[config.mk]
export PLATFORM = sky130hd
export DESIGN_NAME = uft_transmitter
export DESIGN_NICKNAME = d
export VERILOG_FILES = /design/src/core/uft_pkg.sv /design/src/core/uft_transmitter.sv
export SDC_FILE = /design/constraint.sdc
export NUM_CORES = 1
export LEC_CHECK = 0
export ABC_AREA = 1
export BUFFER_PORTS_ARGS = -buffer_cell sky130_fd_sc_hd__buf_2
export CAP_MARGIN = 20
export CELL_PAD_IN_SITES_DETAIL_PLACEMENT = 1
export CELL_PAD_IN_SITES_GLOBAL_PLACEMENT = 1
export CORE_MARGIN = 3
export CORE_UTILIZATION = 43
export CTS_CLUSTER_DIAMETER = 150
export DETAILED_ROUTE_END_ITERATION = 16
export PLACE_DENSITY = 0.95
export SYNTH_ARGS = -nofsm -noshare
export SYNTH_HDL_FRONTEND = slang
export SYNTH_SLANG_ARGS = --single-unit
[constraint.sdc]
create_clock -name i_mclk -period 8.65 [get_ports i_mclk]
set_input_delay 1.2975 -clock i_mclk [delete_from_list [all_inputs] [get_ports i_mclk]]
set_output_delay 1.2975 -clock i_mclk [all_outputs]
set_load 0.01 [all_outputs]
[src/core/uft_pkg.sv]
// uft_pkg: shared constants and types for the frame transmitter core
// assumes one 50 MHz clock; control bits arrive as plain ports
//
// Behaviour
// - nrz frame: start, 8/9 data, 1/2 stop
// - even, odd, mark, space or no parity
// - power-on format is 8 data, N, 1
// - 16-bit baud divider, lsb first
// - one shared format and baud rate
// - pins active only when global and own enable set
// - serial output idles high
// - global disable frees pins, empties buffer
// - disable clears enables, errors; sets idle flags
// - global disable stop_bit_count_select frames; config kept
// - nine-bit mode takes msb from control
// - stop count only for transmitter
// - address mode: msb marks address frame
// - parity/address takes last word position
// - shift register loads after stop bit
// - send needs enable and loaded data
// - clearing transmit enable aborts and frees pin
// - writes ignored while empty flag low
// - empty flag set when buffer free
// - busy write held; idle write starts
// - idle flag set at frame end
// - integer divider plus 3-bit fractional carry
package uft_pkg;
  localparam int unsigned CLK_HZ = 50_000_000;
  localparam logic [15:0] BAUD_DIV_RESET = 16'h0000;
  localparam logic [2:0] BAUD_FRAC_RESET = 3'h0;
  localparam logic [3:0] BITS_8 = 4'h8;
  localparam logic [3:0] BITS_9 = 4'h9;
  localparam logic [1:0] PAR_EVEN = 2'h0;
  localparam logic [1:0] PAR_ODD = 2'h1;
  localparam logic [1:0] PAR_MARK = 2'h2;
  localparam logic [1:0] PAR_SPACE = 2'h3;

  typedef struct packed {
    logic word_length_select;
    logic parity_enable;
    logic [1:0] parity_type_select;
    logic stop_bit_count_select;
    logic transmit_ninth_bit;
  } uft_format_s;

  localparam uft_format_s FORMAT_RESET = '{1'b0, 1'b0, PAR_EVEN, 1'b0, 1'b0};

  typedef struct packed {
    logic transmit_empty_flag;
    logic transmit_idle_flag;
    logic receive_idle_flag;
    logic receive_ready_flag;
    logic overrun_flag;
    logic framing_error_flag;
    logic parity_error_flag;
    logic noise_flag;
  } uft_status_s;

  typedef enum logic [4:0] {
    ST_IDLE = 5'b00001,
    ST_START = 5'b00010,
    ST_DATA = 5'b00100,
    ST_PAR = 5'b01000,
    ST_STOP = 5'b10000
  } uft_state_e;
endpackage : uft_pkg

[src/core/uft_transmitter.sv]
// uft_transmitter: format, enable and transmit path of the serial port
// assumes software-side strobes are synchronous to i_mclk
`timescale 1ns/1ps
module uft_transmitter
  import uft_pkg::*;
(
  // clock and reset
  input wire logic i_mclk,
  input wire logic i_rst,
  // control
  input wire logic i_port_global_enable,
  input wire logic i_transmit_enable_set,
  input wire logic i_transmit_enable_clr,
  input wire logic i_receive_enable_set,
  input wire logic i_receive_enable_clr,
  input wire logic i_break_request_set,
  input wire logic i_break_request_clr,
  input wire logic i_transmit_interrupt_enable,
  input wire logic i_address_detect_enable,
  input wire uft_format_s i_format,
  input wire logic [15:0] i_baud_div,
  input wire logic [2:0] i_baud_fraction_field,
  // software access strobes
  input wire logic i_status_access,
  input wire logic i_data_write,
  input wire logic [7:0] i_data,
  // receive side flag events from the neighbouring receiver
  input wire uft_status_s i_rx_events,
  // pins
  input wire logic i_rx_pin,
  output logic o_tx_pin,
  output logic o_tx_pin_oe,
  output logic o_rx_active,
  output logic o_rx_data,
  // status
  output logic o_transmit_enable,
  output logic o_receive_enable,
  output logic o_break_request,
  output uft_status_s o_status,
  output logic o_tx_irq
);
  uft_state_e state_reg, state_next;
  logic [8:0] hold_reg;
  logic hold_full_reg;
  logic [8:0] shift_reg;
  logic [3:0] bit_idx_reg;
  logic [15:0] baud_cnt_reg;
  logic [3:0] frac_acc_reg;
  logic stop_two_reg;
  logic par_bit_reg;
  logic tx_en_reg, rx_en_reg, brk_reg;
  logic armed_reg;
  logic tx_bit_reg;
  logic rx_s1_reg, rx_s2_reg;
  uft_status_s st_reg;

  // derived decodes
  wire logic disable_now = !i_port_global_enable;
  wire logic tx_abort = disable_now || !tx_en_reg;
  wire logic [3:0] frac_sum = {1'b0, frac_acc_reg[2:0]}
                              + {1'b0, i_baud_fraction_field};
  wire logic extra_clk = frac_sum[3];
  wire logic [15:0] bit_len = i_baud_div + {15'h0000, extra_clk};
  wire logic bit_end = (state_reg != ST_IDLE) &&
                       (baud_cnt_reg + 16'h0001 >= bit_len);
  wire logic [3:0] nbits = i_format.word_length_select ? BITS_9 : BITS_8;
  // parity takes the last word position, so fewer data bits are sent
  wire logic [3:0] data_bits = i_format.parity_enable ?
                               nbits - 4'h1 : nbits;
  wire logic [8:0] word_in = {i_format.transmit_ninth_bit, i_data};
  wire logic [8:0] par_mask = i_format.word_length_select ?
                              9'h0FF : 9'h07F;
  wire logic data_par = ^(hold_reg & par_mask);
  wire logic par_calc = (i_format.parity_type_select == PAR_MARK) ? 1'b1 :
                        (i_format.parity_type_select == PAR_SPACE) ? 1'b0 :
                        (i_format.parity_type_select == PAR_ODD) ?
                        ~data_par : data_par;
  wire logic write_ok = i_data_write && armed_reg &&
                        st_reg.transmit_empty_flag;
  wire logic can_load = (state_reg == ST_IDLE) && hold_full_reg &&
                        tx_en_reg;
  wire logic pins_on = i_port_global_enable && tx_en_reg;

  // sequencing of the frame
  always_comb begin
    state_next = state_reg;
    unique case (state_reg)
      ST_IDLE: if (can_load) state_next = ST_START;
      ST_START: if (bit_end) state_next = ST_DATA;
      ST_DATA: if (bit_end && bit_idx_reg == data_bits - 4'h1) begin
        state_next = i_format.parity_enable ? ST_PAR : ST_STOP;
      end
      ST_PAR: if (bit_end) state_next = ST_STOP;
      ST_STOP: if (bit_end && !stop_two_reg) state_next = ST_IDLE;
    endcase
  end

  always_ff @(posedge i_mclk) begin
    if (i_rst || tx_abort) begin
      state_reg <= ST_IDLE;
    end else begin
      state_reg <= state_next;
    end
  end

  // bit timing with fractional stretch
  always_ff @(posedge i_mclk) begin
    if (i_rst || tx_abort || state_reg == ST_IDLE) begin
      baud_cnt_reg <= 16'h0000;
      frac_acc_reg <= 4'h0;
    end else if (bit_end) begin
      baud_cnt_reg <= 16'h0000;
      frac_acc_reg <= {1'b0, frac_sum[2:0]};
    end else begin
      baud_cnt_reg <= baud_cnt_reg + 16'h0001;
    end
  end

  // shift register and bit counter
  always_ff @(posedge i_mclk) begin
    if (i_rst || tx_abort) begin
      shift_reg <= 9'h000;
      bit_idx_reg <= 4'h0;
      stop_two_reg <= 1'b0;
      par_bit_reg <= 1'b0;
    end else if (can_load) begin
      shift_reg <= hold_reg;
      par_bit_reg <= par_calc;
      bit_idx_reg <= 4'h0;
      stop_two_reg <= i_format.stop_bit_count_select;
    end else if (bit_end) begin
      if (state_reg == ST_DATA) begin
        shift_reg <= {1'b0, shift_reg[8:1]};
        bit_idx_reg <= bit_idx_reg + 4'h1;
      end
      if (state_reg == ST_STOP) stop_two_reg <= 1'b0;
    end
  end

  // one-deep data buffer
  always_ff @(posedge i_mclk) begin
    if (i_rst || disable_now) begin
      hold_full_reg <= 1'b0;
      hold_reg <= 9'h000;
    end else if (write_ok) begin
      hold_reg <= word_in;
      hold_full_reg <= 1'b1;
    end else if (can_load) begin
      hold_full_reg <= 1'b0;
    end
  end

  // status access arms the following data write
  always_ff @(posedge i_mclk) begin
    if (i_rst || disable_now || i_data_write) begin
      armed_reg <= 1'b0;
    end else if (i_status_access) begin
      armed_reg <= 1'b1;
    end
  end

  // line level; mux is registered so the pin never glitches
  // an abort must not leave a stale data bit on the line
  always_ff @(posedge i_mclk) begin
    if (i_rst || tx_abort) begin
      tx_bit_reg <= 1'b1;
    end else begin
      unique case (state_next)
        ST_START: tx_bit_reg <= 1'b0;
        ST_DATA: tx_bit_reg <= (state_reg == ST_DATA && bit_end) ?
                               shift_reg[1] : shift_reg[0];
        ST_PAR: tx_bit_reg <= par_bit_reg;
        default: tx_bit_reg <= 1'b1;
      endcase
    end
  end

  // control bits cleared by disable, other settings untouched
  always_ff @(posedge i_mclk) begin
    if (i_rst || disable_now) begin
      tx_en_reg <= 1'b0;
      rx_en_reg <= 1'b0;
      brk_reg <= 1'b0;
    end else begin
      if (i_transmit_enable_set) tx_en_reg <= 1'b1;
      if (i_transmit_enable_clr) tx_en_reg <= 1'b0;
      if (i_receive_enable_set) rx_en_reg <= 1'b1;
      if (i_receive_enable_clr) rx_en_reg <= 1'b0;
      if (i_break_request_set) brk_reg <= 1'b1;
      if (i_break_request_clr) brk_reg <= 1'b0;
    end
  end

  // status flags; idle flag set wins over write clear, write clear wins over empty flag set
  wire logic frame_done = (state_reg == ST_STOP) && (state_next == ST_IDLE);
  wire logic hold_free = can_load || (hold_full_reg == 1'b0);
  always_ff @(posedge i_mclk) begin
    if (i_rst || disable_now) begin
      st_reg <= '{1'b1, 1'b1, 1'b1, 1'b0, 1'b0, 1'b0, 1'b0, 1'b0};
    end else begin
      if (write_ok) st_reg.transmit_empty_flag <= 1'b0;
      if (hold_free && !write_ok) st_reg.transmit_empty_flag <= 1'b1;
      if (write_ok) st_reg.transmit_idle_flag <= 1'b0;
      if (frame_done) st_reg.transmit_idle_flag <= 1'b1;
      st_reg.receive_idle_flag <= i_rx_events.receive_idle_flag;
      st_reg.receive_ready_flag <= i_rx_events.receive_ready_flag;
      st_reg.overrun_flag <= i_rx_events.overrun_flag;
      st_reg.framing_error_flag <= i_rx_events.framing_error_flag;
      st_reg.parity_error_flag <= i_rx_events.parity_error_flag;
      st_reg.noise_flag <= i_rx_events.noise_flag;
    end
  end

  // receive pin synchroniser for the shared-format receiver
  always_ff @(posedge i_mclk) begin
    if (i_rst) begin
      rx_s1_reg <= 1'b1;
      rx_s2_reg <= 1'b1;
    end else begin
      rx_s1_reg <= i_rx_pin;
      rx_s2_reg <= rx_s1_reg;
    end
  end

  // outputs
  assign o_tx_pin = tx_bit_reg;
  assign o_tx_pin_oe = pins_on;
  assign o_rx_active = i_port_global_enable && rx_en_reg;
  assign o_rx_data = rx_s2_reg;
  assign o_transmit_enable = tx_en_reg;
  assign o_receive_enable = rx_en_reg;
  assign o_break_request = brk_reg;
  assign o_status = st_reg;
  assign o_tx_irq = i_transmit_interrupt_enable &&
                    st_reg.transmit_empty_flag;
  // address detect enable is accepted but not used by the transmit path
  wire logic unused_addr = i_address_detect_enable;
endmodule : uft_transmitter

==> load_flow_metrics.sql, run 1 <==
INSERT INTO impl_metrics (metric_group, metric, value, unit) VALUES
('grt', 'grt_remaining_overflow', '0', ''),
('detailed_routing', 'drc', '0', ''),
('logic_synthesis', 'synth_sequential_area_ratio', '35.6', '%'),
('sta', 'finalHoldViolations', '0', ''),
('critical_path', 'critical_path_required', '8.90', 'ns'),
('floorplanning', 'chipHeight', '97.5', 'µm'),
('critical_path', 'critical_path.reg2reg.startpoint', 'frac_acc_reg[2]$_SDFFE_PP0P_', ''),
('critical_path', 'reg2regPathDepth', '20', ''),
('grt', 'grt_start_max_net_pins', '22', ''),
('critical_path', 'critical_path_cell_by_cell', 'buf_2, ha_1, nand3_1, nand2_1, ha_1, ha_1, nand3_1, nand3b_1, nor2_1, nand2_1, nor3_1, nand3_1, xor2_1, ha_1, nand2_1, o21ai_1, a21oi_1, nand2_2, nand2_2, nand3_1, nor2_1', ''),
('floorplanning', 'core', '7930', 'µm²'),
('clock_network', 'cts_resized', '0', ''),
('sta', 'fin_tns_setup', '0', 'ns'),
('grt', 'grt_first_pass_wirelength', '15.4', 'mm'),
('placement', 'placed_cells', '655', ''),
('detailed_routing', 'dr.pass1.iters', '4', ''),
('critical_path', 'kind_of_start_point_of_the_critical_path', 'primary input', ''),
('floorplanning', 'rows', '32', ''),
('floorplanning', 'number_of_top_level_design_ports', '71', ''),
('sta', 'clock.fmax', '195', 'MHz'),
('final_layout', 'number_of_flip_flops_under_the_largest_register_name', '16', ''),
('critical_path', 'worst_reg2reg_path_endpoint', 'baud_cnt_reg[10]$_SDFF_PP0_', ''),
('logic_synthesis', 'ys.warnings.count', '0', ''),
('floorplanning', 'die_footprint', '9510', 'µm²'),
('run_status', 'run_status', 'complete, no violations', ''),
('logic_synthesis', 'instance_count_of_the_mapped_netlist', '493', ''),
('critical_path', 'crit_end', 'baud_cnt_reg[10]$_SDFF_PP0_', ''),
('job', 'maxCapViolations', '0', ''),
('clock_network', 'clk_root_buffer_cell', 'sky130_fd_sc_hd__clkbuf_8', ''),
('sta', 'slew_viol_final', '0', ''),
('final_layout', 'layout-area-overhead-vs-synth', '18.3', '%'),
('detailed_routing', 'routed_length_per_placed_instance', '13.5', 'µm'),
('critical_path', 'crit_buf_inv', '1', ''),
('critical_path', 'r2r_setup_slack', '4.28', 'ns'),
('logic_synthesis', 'netlist-cell-type-count', '42', ''),
('detailed_routing', 'vias_per_cell', '5.03', ''),
('sta', 'layout_min_cycle_time', '5.13', 'ns'),
('floorplanning', 'fp.dieW', '97.5', 'µm'),
('clock_network', 'cts_htree_levels', '3', ''),
('hold_path', 'worstHoldPathType', 'reg2reg', ''),
('critical_path', 'timing.critical_path.slowest_cell_delay', '0.51', 'ns'),
('clock_network', 'tritoncts_sink_count', '64', ''),
('grt', 'global_route.usage.total', '19.5', '%'),
('sta', 'finalClockSkew', '0.00487', 'ns'),
('clock_network', 'post-cts-setup-buffer-count', '0', ''),
('pwr', 'total_leakage_power', '2.02', 'nW'),
('logic_synthesis', 'post_synthesis_sequential_element_count', '64', ''),
('final_layout', 'antenna_diode_instance_count', '0', ''),
('detailed_routing', 'vias', '3373', ''),
('critical_path', 'worst_setup_path_startpoint', 'i_baud_fraction_field[2]', ''),
('critical_path', 'timing.critical_path.slowest_stage_cell', 'sky130_fd_sc_hd__nand3_1', ''),
('grt', 'grt_pass1_vias', '3614', ''),
('placement', 'port_buffers', '67', ''),
('logic_synthesis', 'postSynthAreaPerCell', '7.31', 'µm²'),
('detailed_routing', 'detail_route.wirelength', '9.07', 'mm'),
('critical_path', 'crit_path_end_kind', 'register', ''),
('clock_network', 'numCtsBuffers', '9', ''),
('sta', 'fin_ws', '3.52', 'ns'),
('sta', 'worst-slew-pin-transition', '0.823', 'ns'),
('final_layout', 'final_cell_count_no_fill', '671', ''),
('final_layout', 'post_route_cells_drive_above_1_share', '20.4', '%'),
('clock_network', 'clock_tree_from_tritoncts', 'built', ''),
('sta', 'max-slew-margin-rel', '44.9', '%'),
('placement', 'place.detailed.hpwl', '7.16', 'mm'),
('sta', 'finalSetupViolations', '0', ''),
('clock_network', 'cts_hold_buf', '0', ''),
('clock_network', 'insertion_delay', '0.34', 'ns'),
('grt', 'number_of_antenna_violations_at_the_first_check_in_global_routing', '0', ''),
('clock_network', 'cts.path.max_buffers', '2', ''),
('logic_synthesis', 'synth_net_count', '574', ''),
('critical_path', 'crit_family', 'simple AND/OR/NAND/NOR gates', '');
[where the power goes]
group	switching [mW]	internal, mW
combinational	0.0216	0.0185
sequential	0.00119	0.297
clock	0.112	0.186
total	0.135	0.502
[cells in the mapped netlist]
| library cell | count | area [µm²] |
|---|---|---|
| sky130_fd_sc_hd__dfxtp_1 | 64 | 1280 |
| sky130_fd_sc_hd__clkbuf_1 | 4 | 15.0 |
| sky130_fd_sc_hd__nand4_1 | 6 | 37.5 |
| sky130_fd_sc_hd__nor3b_1 | 1 | 7.51 |
| sky130_fd_sc_hd__o211ai_1 | 1 | 7.51 |
| sky130_fd_sc_hd__o22ai_1 | 1 | 6.26 |
| sky130_fd_sc_hd__buf_2 | 1 | 5.00 |
| sky130_fd_sc_hd__nor4_2 | 1 | 12.5 |
| sky130_fd_sc_hd__xnor2_1 | 10 | 87.6 |
| sky130_fd_sc_hd__ha_1 | 25 | 313 |
| sky130_fd_sc_hd__buf_4 | 2 | 15.0 |
| sky130_fd_sc_hd__a31o_1 | 1 | 8.76 |
| sky130_fd_sc_hd__xor2_1 | 21 | 184 |
| sky130_fd_sc_hd__nor3_1 | 9 | 45.0 |
| sky130_fd_sc_hd__a311oi_1 | 6 | 52.6 |
| sky130_fd_sc_hd__nand2_1 | 87 | 327 |
| sky130_fd_sc_hd__nand3_4 | 1 | 17.5 |
| sky130_fd_sc_hd__or2_1 | 2 | 12.5 |
| sky130_fd_sc_hd__nor2_2 | 4 | 25.0 |
| sky130_fd_sc_hd__and3_4 | 1 | 11.3 |
| sky130_fd_sc_hd__fa_1 | 1 | 20.0 |
| sky130_fd_sc_hd__nand3b_1 | 1 | 7.51 |
| sky130_fd_sc_hd__or2_2 | 2 | 12.5 |
| sky130_fd_sc_hd__xor2_2 | 2 | 32.5 |
| sky130_fd_sc_hd__or2_4 | 1 | 8.76 |
| sky130_fd_sc_hd__inv_2 | 13 | 48.8 |
| sky130_fd_sc_hd__a211oi_1 | 1 | 7.51 |
| sky130_fd_sc_hd__nand3_2 | 2 | 20.0 |
| sky130_fd_sc_hd__clkinvlp_2 | 1 | 5.00 |
| sky130_fd_sc_hd__nor2b_2 | 2 | 17.5 |
| sky130_fd_sc_hd__nor2_1 | 60 | 225 |
| sky130_fd_sc_hd__nand2_2 | 3 | 18.8 |
| sky130_fd_sc_hd__o21ai_1 | 15 | 75.1 |
| sky130_fd_sc_hd__o21ai_0 | 10 | 50.1 |
| sky130_fd_sc_hd__a21o_1 | 1 | 7.51 |
| sky130_fd_sc_hd__a21oi_1 | 26 | 130 |
| sky130_fd_sc_hd__nand4_2 | 1 | 12.5 |
| sky130_fd_sc_hd__inv_1 | 76 | 285 |
| sky130_fd_sc_hd__a31oi_1 | 1 | 6.26 |
| sky130_fd_sc_hd__nand3_1 | 24 | 120 |
| sky130_fd_sc_hd__nor3_4 | 1 | 16.3 |
| sky130_fd_sc_hd__clkinv_1 | 1 | 3.75 |
[layout make-up]
class / instances / area [µm²]
clock buffer: 14 / 173
tap: 102 / 128
clock inverter: 2 / 60.1
sequential: 64 / 1280
fill: 1039 / 3660
multi-input combinational: 331 / 1940
inverter: 91 / 343
timing repair buffer: 67 / 335
[cell families (layout without fill, tap and decap cells)]
kind of cell	Yosys count	count (layout)	synth area share [%]
and+or+nand+nor	209	209	26.5
buffers and inverters	98	174	10.5
DFF	64	64	35.6
AOI/OAI and AO/OA	63	63	9.76
xor gates and xnor gates	33	33	8.44
adders and majority gates	26	26	9.24
[cells in the final DEF, fill, tap and decap left out, drive strengths merged, types with 2 or more instances in the layout]
master  synthesis  routed
nand2          90      90
inv            89      89
buf             3      67
dfxtp          64      64
nor2           64      64
nand3          27      27
a21oi          26      26
ha             25      25
o21ai          25      25
xor2           23      23
clkbuf          4      14
xnor2          10      10
nor3           10      10
nand4           7       7
a311oi          6       6
or2             5       5
nor2b           2       2
bufinv          0       2
[stage by stage]
stage	instance area (µm²)	util (%)	hold slack, ns
floorplan	3600	-	0.389
global placement	4030	50.8	0.393
detailed placement	4030	50.8	0.398
CTS	4260	53.8	0.416
global route	4260	53.8	0.426
finish	4260	53.8	0.414
[metal layers]
metal  track usage (%)  part of all wire, %
met1              20.4                   41
met2              36.7                   52
met3              5.81                  5.4
met4              6.39                  1.8
met5                 0                    0
[how the worst min path moves through the flow]
stage	start	endpoint	slack, ns	depth (start not counted)
after CTS	rx_s1_reg$_SDFF_PP1_	o_rx_data$_SDFF_PP1_	0.42	1
after global placement	rx_s1_reg$_SDFF_PP1_	o_rx_data$_SDFF_PP1_	0.39	1
after global routing	rx_s1_reg$_SDFF_PP1_	o_rx_data$_SDFF_PP1_	0.43	1
after detailed placement	rx_s1_reg$_SDFF_PP1_	o_rx_data$_SDFF_PP1_	0.40	1
final	rx_s1_reg$_SDFF_PP1_	o_rx_data$_SDFF_PP1_	0.41	1
after floorplan	rx_s1_reg$_SDFF_PP1_	o_rx_data$_SDFF_PP1_	0.39	1
Power figures use the tool's default switching activity.
==> run 2: changes to the inputs <==
--- a/config.mk
+++ b/config.mk
@@ -11,10 +11,10 @@
 export CELL_PAD_IN_SITES_DETAIL_PLACEMENT = 1
 export CELL_PAD_IN_SITES_GLOBAL_PLACEMENT = 1
 export CORE_MARGIN = 3
-export CORE_UTILIZATION = 43
+export CORE_UTILIZATION = 40
 export CTS_CLUSTER_DIAMETER = 150
 export DETAILED_ROUTE_END_ITERATION = 16
-export PLACE_DENSITY = 0.95
+export PLACE_DENSITY = 0.9
 export SYNTH_ARGS = -nofsm -noshare
 export SYNTH_HDL_FRONTEND = slang
 export SYNTH_SLANG_ARGS = --single-unit
==> constraint.sdc (replaced) <==
create_clock -name i_mclk -period 4.93 [get_ports i_mclk]
set_input_delay 0.7395 -clock i_mclk [delete_from_list [all_inputs] [get_ports i_mclk]]
set_output_delay 0.7395 -clock i_mclk [all_outputs]
set_load 0.01 [all_outputs]
==> run 2 against run 1 <==
  * Sequential share of layout area increased by 0.35 points
  * Register-to-register slack got worse by 3.5 ns
  * Highest routed layer unchanged
  * Design area decreased by 1.1%
  * Non-clock buffer count increased by 1
  * Critical path depth increased by 4
  * Sequential power increased by 76%
  * Critical endpoint is now o_tx_pin$_SDFF_PP1_
  * Worst hold slack improved by 0.020 ns
  * Clock power increased by 35%
  * Worst setup slack got worse by 2.9 ns
==> load_flow_metrics.sql, run 2 (same netlist as run 1, synthesis figures left out) <==
INSERT INTO impl_metrics (metric_group, metric, value, unit) VALUES
('floorplanning', 'number_of_top_level_design_ports', '71', ''),
('placement', 'place.detailed.hpwl', '6.97', 'mm'),
('critical_path', 'critPathMaxFanout', '8', ''),
('final_layout', 'seq_area', '1280', 'µm²'),
('detailed_routing', 'vias', '3319', ''),
('pwr', 'finalPower', '996', 'µW'),
('detailed_routing', 'vias_per_cell', '4.92', ''),
('sta', 'clock.fmax', '232', 'MHz'),
('sta', 'finalSetupViolations', '0', ''),
('sta', 'worst-slew-pin-transition', '0.726', 'ns'),
('job', 'maxCapViolations', '0', ''),
('clock_network', 'clk_root_buffer_cell', 'sky130_fd_sc_hd__clkbuf_8', ''),
('hold_path', 'worstHoldPathType', 'reg2reg', ''),
('clock_network', 'cts_resized', '0', ''),
('hold_path', 'min_to', 'o_rx_data$_SDFF_PP1_', ''),
('sta', 'layout_min_cycle_time', '4.32', 'ns'),
('critical_path', 'critical_path_required', '5.17', 'ns'),
('floorplanning', 'die_footprint', '10200', 'µm²'),
('clock_network', 'insertion_delay', '0.34', 'ns'),
('clock_network', 'clk_pin_slew', '0.07', 'ns'),
('hold_path', 'cell_depth_of_the_worst_hold_path', '1', ''),
('floorplanning', 'fp.dieW', '101', 'µm'),
('final_layout', 'multiInputGateArea', '1940', 'µm²'),
('grt', 'grt_first_pass_wirelength', '15.0', 'mm'),
('detailed_routing', 'dr.pass1.iters', '4', ''),
('clock_network', 'clock_tree_from_tritoncts', 'built', ''),
('detailed_routing', 'routed_length_per_placed_instance', '12.8', 'µm'),
('floorplanning', 'core', '8460', 'µm²'),
('final_layout', 'final_cell_count_no_fill', '674', ''),
('final_layout', 'post_route_cells_drive_above_1_share', '20.6', '%'),
('detailed_routing', 'drc', '0', ''),
('run_status', 'run_status', 'complete, no violations', ''),
('sta', 'rsz_0062_raised_after_global_routing', 'no', ''),
('final_layout', 'finish.instance_area', '4210', 'µm²'),
('final_layout', 'layout.cells.most_common', 'sky130_fd_sc_hd__nand2_1', ''),
('critical_path', 'kind_of_start_point_of_the_critical_path', 'primary input', ''),
('critical_path', 'timing.setup.critical_path_class', 'in2reg', ''),
('final_layout', 'most-common-layout-cells', 'sky130_fd_sc_hd__nand2_1, sky130_fd_sc_hd__inv_1, sky130_fd_sc_hd__buf_2', ''),
('pwr', 'power-per-cell-area', '236', 'nW/µm²'),
('grt', 'grt_start_max_net_pins', '22', ''),
('hold_path', 'hold_path_startpoint', 'rx_s1_reg$_SDFF_PP1_', ''),
('floorplanning', 'rows', '33', ''),
('detailed_routing', 'ant_nets', '0', ''),
('clock_network', 'post-cts-setup-buffer-count', '0', ''),
('placement', 'placed_cells', '659', ''),
('clock_network', 'tritoncts_sink_count', '64', ''),
('critical_path', 'critical_path_arrival', '4.56', 'ns'),
('placement', 'port_buffers', '67', ''),
('sta', 'fin_tns_setup', '0', 'ns'),
('final_layout', 'antenna_diode_instance_count', '0', ''),
('sta', 'slew_viol_final', '0', ''),
('sta', 'finalHoldViolations', '0', ''),
('grt', 'global_route.usage.total', '18.1', '%'),
('clock_network', 'cts.path.max_buffers', '2', ''),
('detailed_routing', 'detail_route.wirelength', '8.64', 'mm'),
('floorplanning', 'chipHeight', '101', 'µm'),
('floorplanning', 'floorplan.initialDensity', '42.6', '%'),
('critical_path', 'r2r_setup_slack', '0.79', 'ns'),
('sta', 'period_utilization', '87.6', '%'),
('sta', 'finalClockSkew', '0.00641', 'ns'),
('pwr', 'total_leakage_power', '1.99', 'nW'),
('final_layout', 'number_of_flip_flops_under_the_largest_register_name', '16', ''),
('final_layout', 'final_util', '49.8', '%'),
('final_layout', 'layout-area-overhead-vs-synth', '17.0', '%'),
('critical_path', 'reg2regPathDepth', '24', ''),
('detailed_routing', 'drt_first_iter_violations', '66', ''),
('critical_path', 'crit_path_end_kind', 'register', ''),
('clock_network', 'cts_htree_levels', '3', ''),
('clock_network', 'numCtsBuffers', '9', ''),
('clock_network', 'cts_hold_buf', '0', ''),
('placement', 'placed_area', '4040', 'µm²'),
('placement', 'pre_cts_ws', '0.222', 'ns'),
('critical_path', 'critical_path.reg2reg.startpoint', 'frac_acc_reg[2]$_SDFFE_PP0P_', ''),
('grt', 'grt_pass1_vias', '3590', ''),
('sta', 'fin_ws', '0.611', 'ns'),
('final_layout', 'n_fill_cell', '1116', ''),
('final_layout', 'final_nets', '646', ''),
('grt', 'grt_remaining_overflow', '0', ''),
('pwr', 'vdd.ir_drop.worst', '0.000196', 'V'),
('sta', 'max-slew-margin-rel', '51.4', '%'),
('placement', 'place.gp.congestion', '0.761', ''),
('grt', 'number_of_antenna_violations_at_the_first_check_in_global_routing', '0', ''),
('sta', 'finalHoldWorstSlack', '0.433', 'ns'),
('critical_path', 'worst_reg2reg_path_endpoint', 'o_tx_pin$_SDFF_PP1_', '');
-- run 2: changes by cell type in the layout (fill, tap and decap cells not counted), sizes merged --
cell	change
clkinvlp	+1
bufinv	-2
clkinv	+2
buf	+1
clkbuf	-2
-- run 2: worst max path at each step --
stage | cells after the start | end | startpoint | slack (ns)
after floorplan | 21 | baud_cnt_reg[12]$_SDFF_PP0_ | i_baud_fraction_field[2] | 0.99
after global placement | 26 | o_tx_pin$_SDFF_PP1_ | i_baud_fraction_field[2] | 0.42
after detailed placement | 22 | shift_reg[3]$_SDFFE_PP0P_ | i_baud_fraction_field[2] | 0.22
after CTS | 22 | shift_reg[3]$_SDFFE_PP0P_ | i_baud_fraction_field[2] | 0.57
after global routing | 22 | shift_reg[3]$_SDFFE_PP0P_ | i_baud_fraction_field[2] | 0.24
final | 25 | o_tx_pin$_SDFF_PP1_ | i_baud_fraction_field[2] | 0.61
-- run 2: final cells by class --
class / count / share of cell area (%)
clock buffer: 12 / 3.68
clock inverter: 3 / 0.416
timing repair buffer: 68 / 8.14
multi-input combinational: 331 / 46.1
sequential: 64 / 30.4
tap: 105 / 3.12
inverter: 91 / 8.14
-- run 2: power by group --
part           internal (mW)  switching [mW]
Combinational         0.0325          0.0375
Sequential             0.521         0.00205
Clock                  0.206           0.197
-- run 2: routing by layer --
layer  share of wire, %  global-route usage [%]  up-vias
li1                   -                       -     1695
met3                5.0                    4.22       14
met1                 43                    19.8     1530
met5                  0                       0        -
met2                 50                    33.8       80
met4                1.7                    6.85        0
-- run 2: critical path: stages --
cell	delay (ns)
sky130_fd_sc_hd__buf_2	0.10
sky130_fd_sc_hd__ha_1	0.32
sky130_fd_sc_hd__nand3_1	0.09
sky130_fd_sc_hd__nand2_1	0.09
sky130_fd_sc_hd__ha_1	0.17
sky130_fd_sc_hd__ha_1	0.19
sky130_fd_sc_hd__nand3_1	0.12
sky130_fd_sc_hd__nand3b_1	0.21
sky130_fd_sc_hd__nor2_1	0.10
sky130_fd_sc_hd__nand2_1	0.08
sky130_fd_sc_hd__nor3_1	0.33
sky130_fd_sc_hd__nand3_1	0.15
sky130_fd_sc_hd__xor2_1	0.18
sky130_fd_sc_hd__ha_1	0.28
sky130_fd_sc_hd__nand2_1	0.07
sky130_fd_sc_hd__nor3_1	0.26
sky130_fd_sc_hd__nand2_1	0.11
sky130_fd_sc_hd__nand2_2	0.19
sky130_fd_sc_hd__nand2_2	0.18
sky130_fd_sc_hd__nand2_1	0.13
sky130_fd_sc_hd__nand3_1	0.14
sky130_fd_sc_hd__nor2_1	0.14
sky130_fd_sc_hd__nor2_1	0.05
sky130_fd_sc_hd__nor2_1	0.08
sky130_fd_sc_hd__nand2_1	0.05
